$ cat config.mk
export PLATFORM = sky130hd
export DESIGN_NAME = scg_clock_ctrl
export DESIGN_NICKNAME = d
export VERILOG_FILES = /design/src/verilog/scg_pkg.sv /design/src/verilog/scg_mask_if.sv /design/src/verilog/scg_mask_loader.sv /design/src/verilog/scg_clock_ctrl.sv
export VERILOG_INCLUDE_DIRS = /design/src /design/src/verilog
export SDC_FILE = /design/constraint.sdc
export NUM_CORES = 1
export LEC_CHECK = 0
export ABC_CLOCK_PERIOD_IN_PS = 3800
export BUFFER_PORTS_ARGS = -buffer_cell sky130_fd_sc_hd__buf_2
export CORE_MARGIN = 2
export CORE_UTILIZATION = 45
export DETAILED_ROUTE_END_ITERATION = 6
export MAX_ROUTING_LAYER = met4
export PLACE_DENSITY = 0.7
export REMOVE_ABC_BUFFERS = 1
export SKIP_CTS_REPAIR_TIMING = 1
export SYNTH_ARGS = -nofsm -noshare
export SYNTH_HDL_FRONTEND = slang
export SYNTH_SLANG_ARGS = --single-unit
$ cat constraint.sdc
create_clock -name mclk -period 3.8 [get_ports mclk]
set_input_delay 0.19 -clock mclk [delete_from_list [all_inputs] [get_ports mclk]]
set_output_delay 0.19 -clock mclk [all_outputs]
set_load 0.02 [all_outputs]
$ cat src/verilog/scg_params.svh
// Purpose: constants for the secondary clock gating and strap block
// Assumes: 32-bit Avalon-MM register words, byte addressing
// Notes:   offsets are byte addresses, one aligned word per register
`ifndef SCG_PARAMS_SVH
`define SCG_PARAMS_SVH

// register byte offsets
`define SCG_CLK_CTRL_OFS     5'h00
`define SCG_MASK_OFS         5'h04
`define SCG_BRIDGE_CTRL_OFS  5'h08
`define SCG_PM_CTRL_OFS      5'h0C
`define SCG_STATUS_OFS       5'h10

// reset values
`define SCG_CLK_CTRL_RST     10'h000
`define SCG_MASK_RST         10'h000
`define SCG_BRIDGE_CTRL_RST  1'h0
`define SCG_PM_CTRL_RST      2'h0

// field positions
`define SCG_BRIDGE_SEC_RESET_BIT 0
`define SCG_STAT_SPEED_BIT       0
`define SCG_STAT_SCAN_SHIFT_BIT  1
`define SCG_STAT_RESERVED_BIT    2
`define SCG_STAT_COMPAT_BIT      3
`define SCG_STAT_LOADED_BIT      4
`define SCG_STAT_FEEDBACK_BIT    5
`define SCG_STAT_BPC_STRAP_BIT   6
`define SCG_STAT_B2_BIT          7
`define SCG_STAT_WINDOW_BIT      8

// timing counts
`define SCG_CLK_HALF_DEFAULT     1
`define SCG_SEC_HOLD_DEFAULT     64

`endif

$ cat src/verilog/scg_pkg.sv
// Purpose: shared types of the secondary clock gating block
// Assumes: nothing beyond the params header
// Notes:   power state codes follow the usual PCI PM encoding
package scg_pkg;
    typedef enum logic [1:0] {
        SCG_PM_D0     = 2'h0,
        SCG_PM_D1     = 2'h1,
        SCG_PM_D2     = 2'h2,
        SCG_PM_D3HOT  = 2'h3
    } scg_pm_state_type;

    typedef enum logic [1:0] {
        SCG_LD_IDLE,
        SCG_LD_SHIFT,
        SCG_LD_DONE
    } scg_load_state_type;
endpackage

$ cat src/verilog/scg_mask_if.sv
// Purpose: carries the serial mask between controller and loader
// Assumes: one clock domain, mclk
// Notes:   mask width is a parameter
`timescale 1ns/1ps
`default_nettype none
interface scg_mask_if #(parameter int NUM_CLK = 10);
    logic               strobe;
    logic               serial_bit;
    logic               window;
    logic               done;
    logic [NUM_CLK-1:0] mask;

    modport loader (input strobe, input serial_bit, input window,
                    output done, output mask);
    modport ctrl   (output strobe, output serial_bit, output window,
                    input done, input mask);
endinterface
`default_nettype wire

$ cat src/verilog/scg_mask_loader.sv
// Purpose: shifts the serial clock disable mask in during reset window
// Assumes: strobe and serial bit are synchronous to mclk
// Notes:   first bit received ends up in the highest mask bit
`timescale 1ns/1ps
`default_nettype none
`include "scg_params.svh"
module scg_mask_loader #(
    parameter int NUM_CLK = 10
) (
    input  wire logic   mclk,
    input  wire logic   reset,
    scg_mask_if.loader  mbus
);
    import scg_pkg::*;

    // the shift needs two bits at least and the counter holds six
    if (NUM_CLK < 2 || NUM_CLK > 32) begin : g_bad_num
        $error("NUM_CLK must lie in 2..32");
    end

    scg_load_state_type state_reg;
    scg_load_state_type state_next;
    logic [NUM_CLK-1:0] mask_reg;
    logic [NUM_CLK-1:0] mask_next;
    logic [5:0]         count_reg;
    logic [5:0]         count_next;

    localparam logic [5:0] LAST = 6'(NUM_CLK - 1);

    wire take_bit = (state_reg == SCG_LD_SHIFT) && mbus.strobe;

    // window opening clears the mask so a low pin leaves all enabled
    always_comb begin
        state_next = state_reg;
        mask_next  = mask_reg;
        count_next = count_reg;
        case (state_reg)
            SCG_LD_IDLE: begin
                if (mbus.window) begin
                    state_next = SCG_LD_SHIFT;
                    mask_next  = '0;
                    count_next = '0;
                end
            end
            SCG_LD_SHIFT: begin
                if (!mbus.window) begin
                    state_next = SCG_LD_IDLE;
                end else if (take_bit) begin
                    mask_next  = {mask_reg[NUM_CLK-2:0], mbus.serial_bit};
                    count_next = count_reg + 6'h01;
                    if (count_reg == LAST) begin
                        state_next = SCG_LD_DONE;
                    end
                end
            end
            SCG_LD_DONE: begin
                if (!mbus.window) begin
                    state_next = SCG_LD_IDLE;
                end
            end
            default: state_next = SCG_LD_IDLE;
        endcase
    end

    // state and mask storage
    always_ff @(posedge mclk) begin
        if (reset) begin
            state_reg <= SCG_LD_IDLE;
            mask_reg  <= NUM_CLK'(`SCG_MASK_RST);
            count_reg <= 6'h00;
        end else begin
            state_reg <= state_next;
            mask_reg  <= mask_next;
            count_reg <= count_next;
        end
    end

    assign mbus.mask = mask_reg;
    assign mbus.done = (state_reg == SCG_LD_DONE);

    chk_shift_outside_window: assert property (
        @(posedge mclk) disable iff (reset)
        (!mbus.window && state_reg != SCG_LD_SHIFT) |=> $stable(mask_reg))
        else $error("mask changed outside the load window");

    chk_mask_bit_taken: assert property (
        @(posedge mclk) disable iff (reset)
        take_bit && mbus.window |=> mask_reg[0] == $past(mbus.serial_bit))
        else $error("mask bit not shifted in");

    chk_one_bit_strobe: assert property (
        @(posedge mclk) disable iff (reset)
        take_bit && mbus.window |=> count_reg == $past(count_reg) + 6'h01)
        else $error("strobe did not count exactly one bit");
endmodule
`default_nettype wire

$ cat src/verilog/scg_clock_ctrl.sv
// Purpose: secondary clock outputs, mask window, straps, register file
// Assumes: mclk is the primary clock; pins synchronous to mclk
// Notes:   disabled clocks park high, B2 parks them low
`timescale 1ns/1ps
`default_nettype none
`include "scg_params.svh"
module scg_clock_ctrl #(
    parameter int NUM_CLK       = 10,
    parameter int CLK_HALF      = `SCG_CLK_HALF_DEFAULT,
    parameter int SEC_HOLD      = `SCG_SEC_HOLD_DEFAULT
) (
    input  wire logic               mclk,
    input  wire logic               reset,
    input  wire logic [4:0]         avs_address,
    input  wire logic               avs_read,
    input  wire logic               avs_write,
    input  wire logic [31:0]        avs_writedata,
    input  wire logic [3:0]         avs_byteenable,
    output logic [31:0]             avs_readdata,
    output logic                    avs_waitrequest,
    input  wire logic               primary_reset_n,
    input  wire logic               clock_mask_serial_in,
    input  wire logic               clock_mask_strobe,
    input  wire logic               bus_power_clock_strap,
    input  wire logic               speed_strap,
    input  wire logic               test_mode,
    input  wire logic               mode_select_a,
    input  wire logic               mode_select_b,
    input  wire logic               secondary_clock_feedback,
    output logic [NUM_CLK-1:0]      secondary_clock_out,
    output logic                    secondary_reset_n,
    output logic                    speed_66mhz,
    output logic                    scan_shift_en,
    output logic                    mode_compat,
    output logic                    mode_reserved
);
    import scg_pkg::*;

    // refuse sizes the counters and register words cannot hold
    if (NUM_CLK < 2 || NUM_CLK > 32) begin : g_bad_num
        $error("NUM_CLK must lie in 2..32");
    end
    if (CLK_HALF < 1 || CLK_HALF > 255) begin : g_bad_half
        $error("CLK_HALF must lie in 1..255");
    end
    if (SEC_HOLD < 1 || SEC_HOLD > 65535) begin : g_bad_hold
        $error("SEC_HOLD must lie in 1..65535");
    end

    localparam logic [7:0]  HALF_LAST = 8'(CLK_HALF - 1);
    localparam logic [15:0] HOLD_INIT = 16'(SEC_HOLD);

    logic [NUM_CLK-1:0] clk_ctrl_reg;
    logic               bridge_sec_reset_reg;
    scg_pm_state_type   pm_reg;
    logic               wait_reg;
    logic [31:0]        rdata_reg;
    logic [7:0]         div_reg;
    logic               phase_reg;
    logic [15:0]        hold_reg;
    logic               sec_reset_reg;
    logic               sec_reset_n_reg;
    logic [NUM_CLK-1:0] clk_out_reg;
    logic               feedback_reg;
    logic               speed_reg;
    logic               scan_reg;
    logic               compat_reg;
    logic               reserved_reg;

    scg_mask_if #(.NUM_CLK(NUM_CLK)) mbus ();

    // the loader only listens while primary is out of reset
    // and secondary is still held
    assign mbus.window     = primary_reset_n && sec_reset_reg;
    assign mbus.strobe     = clock_mask_strobe;
    assign mbus.serial_bit = clock_mask_serial_in;

    scg_mask_loader #(.NUM_CLK(NUM_CLK)) u_loader (
        .mclk  (mclk),
        .reset (reset),
        .mbus  (mbus)
    );

    // bus decode; a request is served on the second cycle it is held
    wire        bus_req    = avs_read || avs_write;
    wire        bus_commit = avs_write && !wait_reg;
    wire        hit_ctrl   = (avs_address == `SCG_CLK_CTRL_OFS);
    wire        hit_mask   = (avs_address == `SCG_MASK_OFS);
    wire        hit_bridge = (avs_address == `SCG_BRIDGE_CTRL_OFS);
    wire        hit_pm     = (avs_address == `SCG_PM_CTRL_OFS);
    wire        hit_status = (avs_address == `SCG_STATUS_OFS);
    wire [31:0] lane_mask  = {{8{avs_byteenable[3]}},
                              {8{avs_byteenable[2]}},
                              {8{avs_byteenable[1]}},
                              {8{avs_byteenable[0]}}};
    wire [31:0] wr_bits    = avs_writedata & lane_mask;
    wire [31:0] keep_bits  = ~lane_mask;

    // merged write values, only enabled lanes change
    wire [31:0] ctrl_wide  = 32'(clk_ctrl_reg);
    wire [31:0] ctrl_merge = (ctrl_wide & keep_bits) | wr_bits;
    wire [NUM_CLK-1:0] clk_ctrl_next = hit_ctrl && bus_commit ?
                                       ctrl_merge[NUM_CLK-1:0] :
                                       clk_ctrl_reg;
    wire bridge_next = hit_bridge && bus_commit && avs_byteenable[0] ?
                       avs_writedata[`SCG_BRIDGE_SEC_RESET_BIT] :
                       bridge_sec_reset_reg;
    wire pm_wr = hit_pm && bus_commit && avs_byteenable[0];

    // status word, read-only view of the block's own state
    wire        b2_gate;
    wire [31:0] status_word;
    assign status_word = {23'h000000,
                          mbus.window,
                          b2_gate,
                          bus_power_clock_strap,
                          feedback_reg,
                          mbus.done,
                          compat_reg,
                          reserved_reg,
                          scan_reg,
                          speed_reg};

    // read selection; unmapped addresses read as zero
    wire [31:0] rdata_next = hit_ctrl   ? 32'(clk_ctrl_reg) :
                             hit_mask   ? 32'(mbus.mask) :
                             hit_bridge ? 32'(bridge_sec_reset_reg) :
                             hit_pm     ? 32'(pm_reg) :
                             hit_status ? status_word :
                                          32'h00000000;

    // bus handshake and registers
    always_ff @(posedge mclk) begin
        if (reset) begin
            wait_reg             <= 1'b1;
            rdata_reg            <= 32'h00000000;
            clk_ctrl_reg         <= NUM_CLK'(`SCG_CLK_CTRL_RST);
            bridge_sec_reset_reg <= `SCG_BRIDGE_CTRL_RST;
            pm_reg               <= scg_pm_state_type'(`SCG_PM_CTRL_RST);
        end else begin
            wait_reg             <= !(bus_req && wait_reg);
            rdata_reg            <= bus_req && wait_reg ? rdata_next :
                                    rdata_reg;
            clk_ctrl_reg         <= clk_ctrl_next;
            bridge_sec_reset_reg <= bridge_next;
            if (pm_wr) begin
                pm_reg <= scg_pm_state_type'(avs_writedata[1:0]);
            end
        end
    end

    // secondary reset: primary reset, control bit, or the hold
    // window after primary release that gives the mask time to load
    wire hold_busy      = (hold_reg != 16'h0000);
    wire sec_reset_next = !primary_reset_n || bridge_sec_reset_reg ||
                          hold_busy;
    always_ff @(posedge mclk) begin
        if (reset) begin
            hold_reg        <= HOLD_INIT;
            sec_reset_reg   <= 1'b1;
            sec_reset_n_reg <= 1'b0;
        end else begin
            hold_reg        <= !primary_reset_n ? HOLD_INIT :
                               hold_busy ? hold_reg - 16'h0001 : hold_reg;
            sec_reset_reg   <= sec_reset_next;
            sec_reset_n_reg <= !sec_reset_next; // pin stays glitch free
        end
    end

    // divider gives one toggle enable per half period of the
    // secondary clock, so all outputs share phase with mclk
    wire tick       = (div_reg == HALF_LAST);
    wire phase_next = tick ? !phase_reg : phase_reg;
    always_ff @(posedge mclk) begin
        if (reset) begin
            div_reg   <= 8'h00;
            phase_reg <= 1'b0;
        end else begin
            div_reg   <= tick ? 8'h00 : div_reg + 8'h01;
            phase_reg <= phase_next;
        end
    end

    // B2 only when the strap allows it; strap low ignores D3hot
    assign b2_gate = bus_power_clock_strap &&
                     (pm_reg == SCG_PM_D3HOT);
    wire [NUM_CLK-1:0] clk_disable = mbus.mask | clk_ctrl_reg;

    // per output gate: B2 forces low, a disable bit parks high
    for (genvar i = 0; i < NUM_CLK; i++) begin : g_clk
        wire gated_level = b2_gate        ? 1'b0 :
                           clk_disable[i] ? 1'b1 :
                                            phase_next;
        always_ff @(posedge mclk) begin
            if (reset) begin
                clk_out_reg[i] <= 1'b0;
            end else begin
                clk_out_reg[i] <= gated_level;
            end
        end
    end

    // strap decode; in test the speed pin, when low, doubles as scan enable
    always_ff @(posedge mclk) begin
        if (reset) begin
            feedback_reg <= 1'b0;
            speed_reg    <= 1'b0;
            scan_reg     <= 1'b0;
            compat_reg   <= 1'b0;
            reserved_reg <= 1'b0;
        end else begin
            feedback_reg <= secondary_clock_feedback;
            speed_reg    <= !test_mode && speed_strap;
            scan_reg     <= test_mode && !speed_strap;
            compat_reg   <= mode_select_a;
            reserved_reg <= !mode_select_a && !mode_select_b;
        end
    end

    assign avs_readdata        = rdata_reg;
    assign avs_waitrequest     = wait_reg;
    assign secondary_clock_out = clk_out_reg;
    assign secondary_reset_n   = sec_reset_n_reg;
    assign speed_66mhz         = speed_reg;
    assign scan_shift_en       = scan_reg;
    assign mode_compat         = compat_reg;
    assign mode_reserved       = reserved_reg;

    chk_low_mask_runs: assert property (
        @(posedge mclk) disable iff (reset)
        (!b2_gate && clk_disable == '0) |=>
            secondary_clock_out == {NUM_CLK{phase_reg}})
        else $error("enabled clocks do not follow the phase");

    chk_high_mask_park: assert property (
        @(posedge mclk) disable iff (reset)
        (!b2_gate && &mbus.mask) |=> &secondary_clock_out)
        else $error("masked clocks not parked high");

    chk_b2_drives_low: assert property (
        @(posedge mclk) disable iff (reset)
        (bus_power_clock_strap && pm_reg == SCG_PM_D3HOT) |=>
            secondary_clock_out == '0)
        else $error("B2 did not drive clocks low");

    chk_strap_low_free: assert property (
        @(posedge mclk) disable iff (reset)
        (!bus_power_clock_strap && !clk_disable[0]) |=>
            secondary_clock_out[0] == phase_reg)
        else $error("D3hot stopped clocks with strap low");

    chk_speed_decode: assert property (
        @(posedge mclk) disable iff (reset)
        !test_mode ##1 !$past(test_mode) |->
            speed_66mhz == $past(speed_strap))
        else $error("speed strap decoded wrongly");

    chk_scan_decode: assert property (
        @(posedge mclk) disable iff (reset)
        test_mode |=> scan_shift_en == !$past(speed_strap) && !speed_66mhz)
        else $error("scan enable decoded wrongly");

    chk_mode_decode: assert property (
        @(posedge mclk) disable iff (reset)
        mode_select_a |=> mode_compat && !mode_reserved)
        else $error("mode select decoded wrongly");

    chk_clock_toggles: assert property (
        @(posedge mclk) disable iff (reset)
        (!b2_gate && !clk_disable[0]) ##1
        (!b2_gate && !clk_disable[0] && tick) |=>
            secondary_clock_out[0] != $past(secondary_clock_out[0]))
        else $error("enabled clock failed to toggle");

    chk_sw_disable: assert property (
        @(posedge mclk) disable iff (reset)
        (!b2_gate && clk_ctrl_reg[0]) |=> secondary_clock_out[0])
        else $error("software disable not honoured");

    chk_sec_reset: assert property (
        @(posedge mclk) disable iff (reset)
        (!primary_reset_n || bridge_sec_reset_reg) |=> !secondary_reset_n)
        else $error("secondary reset not asserted");

    chk_bus_answer: assert property (
        @(posedge mclk) disable iff (reset)
        (bus_req && wait_reg) |=> !avs_waitrequest)
        else $error("bus request not answered next cycle");
endmodule
`default_nettype wire

==> Word level (Yosys, flattened, before mapping) <==
Cells that the tools add are included.
{ "word_totals": {"latch_bits": 0, "ram_bits": 0, "out_inout_bits": 48, "regBits": 106, "word_cells": 116, "in_bits": 54, "mem_bits_ro": 0, "mem_count": 0} }
{ "classes": {"n_mux": 30, "n_lt_le_gt_ge": 0, "div": 0, "shifts": 0, "n_eq_ne": 14, "bitwise": 6, "mul": 0, "addsub": 3, "n_reduce_logical": 35} }
{ "op_table": {"columns": ["cell", "n"], "rows": [
  ["two-way mux 10 bit", 5],
  ["two-way mux 9 bit", 3],
  ["AND 10 bit", 2],
  ["bitwise OR 10 bit", 2],
  ["one-hot mux 10 bit (2 select lines)", 1],
  ["two-way mux 6 bit", 3],
  ["nonzero test 16 bit", 1],
  ["subtractor 16 x 1 -> 16 bit (second input constant)", 1],
  ["logical AND 1 bit", 13],
  ["one-hot mux 6 bit (2 select lines)", 1],
  ["two-way mux 1 bit", 11],
  ["equality test 5 x 4 -> 1 bit (second input constant)", 2],
  ["two-way mux 2 bit", 5],
  ["inverter 10 bit", 1],
  ["logical NOT 1 bit", 9],
  ["adder 8 x 1 -> 8 bit (second input constant)", 1],
  ["logical NOT 8 bit", 1],
  ["AND reduction 4 bit", 2],
  ["adder 6 x 1 -> 6 bit (second input constant)", 1],
  ["equality test 6 x 4 -> 1 bit (second input constant)", 1],
  ["!= test 2 x 1 -> 1 bit (second input constant)", 3],
  ["!= test 3 bit (second input constant)", 2],
  ["one-hot mux 2 bit (3 select lines)", 1],
  ["OR reduction 2 bit", 3],
  ["10 further kinds", 13]
]} }

==> Depth between registers and ports, before layout <==
{ "logic_depth": {"word_depth": 7, "mapped_depth": 7, "mapped_depth_nobuf": 6} }

==> Cells and area by module <==
Synthesis repeated with hierarchy kept, for this count alone.
{ "unflattened": {"cells_unflattened": 442, "hier_area_um2": 3886.2} }
{ "modules_own_cells": {"columns": ["module", "instances", "area_each_um2", "seq_area_each_um2", "cells_each"], "rows": [
  ["scg_clock_ctrl", 1, 3031.7, 1321.3, 345],
  ["scg_mask_loader", 1, 854.6, 360.3, 97]
]} }

==> Worst setup path before layout <==
OpenSTA, ideal clock, no wires.
{ "synth_timing": {"path_type": "flip-flop to flip-flop", "startpoint": "register hold_reg[10]", "endpoint": "register sec_reset_reg", "arrival_ns": 1.830, "path_slack_ns": 1.843, "setup_time_ns": 0.127, "path_stages_with_launch": 7, "path_buffers": 2, "t_required_ns": 3.673, "path_cell_list": "dfxtp_1 or3_1 clkbuf_1 or3_1 clkbuf_1 or2_1 or3_1"} }
{ "synth_between": {"elab_chain_cells": 2} }
{ "synth_rtl": {"columns": ["item", "line_no", "rtl"], "rows": [
  ["from (decl)", "scg_clock_ctrl.sv:60", "logic [15:0] hold_reg;"],
  ["from (signal assigned)", "scg_clock_ctrl.sv:163", "hold_reg <= !primary_reset_n ? HOLD_INIT :"],
  ["nonzero test 16 bit", "scg_clock_ctrl.sv:154", "wire hold_busy = (hold_reg != 16'h0000);"],
  ["logical OR 1 bit", "scg_clock_ctrl.sv:155", "wire sec_reset_next = !primary_reset_n || bridge_sec_reset_reg ||"],
  ["to (signal assigned)", "scg_clock_ctrl.sv:165", "sec_reset_reg <= sec_reset_next;"],
  ["to (decl)", "scg_clock_ctrl.sv:61", "logic sec_reset_reg;"]
]} }
No other way between the ends.
A chain may end at the register's enable or synchronous reset.

==> Worst setup path after layout <==
{ "layout_timing": {"startpoint": "register hold_reg[0]", "endpoint": "register sec_reset_reg"} }
Same word-level chain as after synthesis.

==> impl_metrics.py <==
metrics = {
    "run_status": {
        "status": "finished, violations left",
        "failed_checks": "hold timing",
    },
    "layout": {
        "final_cells": 577,
        "mostFrequentLayoutCells": "dfxtp_1, nor2_1, buf_2",
        "final_common_cell": "dfxtp_1",
        "fillers": 754,
        "diodes": 0,
        "syn_to_final_growth_pct": 13.0,
        "layout-drive-gt1-share_pct": 16.2,
        "final_nets": 529,
    },
    "detailed_routing": {
        "drt_iter0_drc": 158,
        "dr.pass1.iters": 4,
        "vias": 3180,
        "vias_per_cell": 5.51,
        "drc": 0,
        "wl_per_cell_um": 14.3,
        "final_antenna_net_count": 0,
        "wl_mm": 8.28,
    },
    "synthesis": {
        "synth_edf_count": 0,
        "ys_seq_elements": 84,
        "async_flop_share_pct": 0,
        "ys_seq_area_share_pct": 45.8,
        "yosys.area.top_type_share_pct": 45.8,
        "synth_ff_type": "dfxtp_1",
        "synth_area_leaders": "dfxtp_1, nor2_1, buf_4",
        "synth.distinct_cells": 46,
        "yosys_warnings": 0,
        "synth_top_area_cell": "dfxtp_1",
        "netlist_area_um2": 3670,
        "netlist_instances": 416,
        "avgSynthCellArea_um2": 8.83,
    },
    "sta": {
        "finalCritPeriodShare_pct": 58.4,
        "final_max_slew_viol_count": 0,
        "slew_headroom_pct": 28.0,
        "holdWs_ns": -0.00488,
        "fin_worst_skew_ns": 0.0126,
        "finalCriticalPeriod_ns": 2.22,
        "worst_slew_pin_slew_ns": 1.07,
        "setup_violations": 0,
        "finalHoldViolCount": 1,
        "max_freq_ghz": 0.450,
        "rsz0062_at_grt": "no",
        "tns_ns": 0,
        "final.setup.worst_slack_ns": 1.58,
    },
    "worst_setup_path": {
        "crit_fanout": 8,
        "slowest_delay_ns": 0.56,
        "worstPathArrival_ns": 2.45,
        "startpoint_type": "register",
        "end_kind": "register",
        "cp_cell_sequence": "inv_1 > ha_1 > nor4b_1 > nand2_1 > or2_1 > or3_1",
        "path_class": "register to register",
        "cp_slowest_cell": "nor4b_1",
        "required_ns": 4.03,
    },
    "min_path": {
        "hp-class": "input pin to register",
    },
    "clock_network": {
        "cts.htree.levels": 3,
        "cts-root-buf": "clkbuf_8",
        "worstSkewPairLatency_ns": 0.36,
        "cts_buffers": 9,
        "numClockSinks": 84,
        "cts_tree": "built",
        "path_clk_slew_ns": 0.09,
        "clock_path_buffers": 2,
    },
    "power_and_ir_drop": {
        "p_leak_nw": 1.74,
        "power_density_nw_per_um2": 407,
        "peakVddDrop_mv": 0.300,
        "p_total_mw": 1.69,
    },
    "floorplan": {
        "core_area_um2": 7810,
        "row_count": 32,
        "ios": 102,
        "die_h_um": 94.4,
        "start_util_pct": 47.1,
        "die_area_um2": 8900,
        "die_w_um": 94.4,
    },
    "global_route": {
        "grt-ovfl-total": 0,
        "antenna_found_initial": 0,
        "grt_pass1_wl_mm": 13.1,
        "grt.total_usage_pct": 19.2,
        "grt_max_degree": 35,
        "grt_pass1_vias": 2769,
    },
    "place": {
        "dpl.hpwl_mm": 5.95,
        "post-place-ws_ns": 1.58,
        "portBuffers": 55,
        "place_inst": 558,
        "place_congestion": 0.867,
    },
    "run": {
        "maxCapViolations": 0,
    },
}
[metal layers]
layer  global-route usage [%]  up-vias  wire (um)
met5                        -        -          0
met4                     6.16        0         75
met3                     4.31        6        562
met2                     29.0      113       3850
met1                     25.8     1500       3790
li1                         -     1561          -
[kinds of logic (layout without fill, tap and decap cells)]
group	count (synthesis)	after routing	share of synthesized area, %
and+or+nand+nor	171	171	24.0
AOI/OAI and AO/OA	85	85	15.3
DFF	84	84	45.8
buffers and inverters	46	84	6.95
muxes	13	13	3.58
xor gates and xnor gates	11	11	2.62
adders and majority gates	5	5	1.70
other	1	22	0.102
[final cells by class]
| cell class | count | area (um2) | area share (%) |
|---|---|---|---|
| multi-input cells | 307 | 1820 | 43.7 |
| flip-flops and latches | 84 | 1680 | 40.5 |
| repair buffers | 60 | 320 | 7.72 |
| clock buffers | 10 | 128 | 3.07 |
| well taps | 102 | 128 | 3.07 |
| clock inverters | 6 | 48.8 | 1.18 |
| inverters | 8 | 30.0 | 0.723 |
[power by group]
part | internal [mW] | switching [mW] | total [mW]
Clock | 0.242 | 0.337 | 0.579
Combinational | 0.0602 | 0.130 | 0.190
Sequential | 0.904 | 0.0158 | 0.919
Total | 1.21 | 0.483 | 1.69
[cells in the mapped netlist (all sizes together) (2+ instances only)]
| cell type | number |
|---|---|
| o21a | 2 |
| o31ai | 11 |
| buf | 22 |
| nand2 | 16 |
| nand2b | 10 |
| o311ai | 6 |
| dfxtp | 84 |
| nor2 | 62 |
| nor2b | 4 |
| nand3b | 3 |
| inv | 8 |
| and3 | 5 |
| ha | 5 |
| nor4 | 4 |
| and3b | 3 |
| clkbuf | 16 |
| nand4 | 2 |
| nand3 | 18 |
| nor3 | 14 |
| nor4b | 3 |
| or3 | 12 |
| a21oi | 25 |
| mux2i | 12 |
| xor2 | 8 |
| nor3b | 3 |
| o41ai | 3 |
| or4 | 7 |
| xnor2 | 3 |
| o21ai | 13 |
| a22oi | 18 |
[path summary, 6_finish.rpt]
path,start,cells after the start,slack [ns],end
max,hold_reg[0],6,1.58,sec_reset_reg
min,speed_strap,2,-0.005,scan_shift_en
max reg2reg,hold_reg[0],6,1.58,sec_reset_reg
min reg2reg,avs_readdata[7],2,0.47,avs_readdata[7]
[stage by stage]
step,area (um2),hold slack (ns),utilization (%)
after floorplan,3530,0.259,-
after global placement,3950,0.352,50.5
after detailed placement,3950,0.363,50.5
after CTS,4120,-0.0215,52.8
after global routing,4150,0.00175,53.2
final,4150,-0.00488,53.2
[worst max-delay path, delay by kind of cell, from the launching register on]
family	cells	cell delay (ns)
flip-flops	1	0.34
AND/OR/NAND/NOR	4	1.51
buffers and inverters	1	0.06
adder cells (fa/ha/maj)	1	0.18
(Power assumes the default switching activity.)
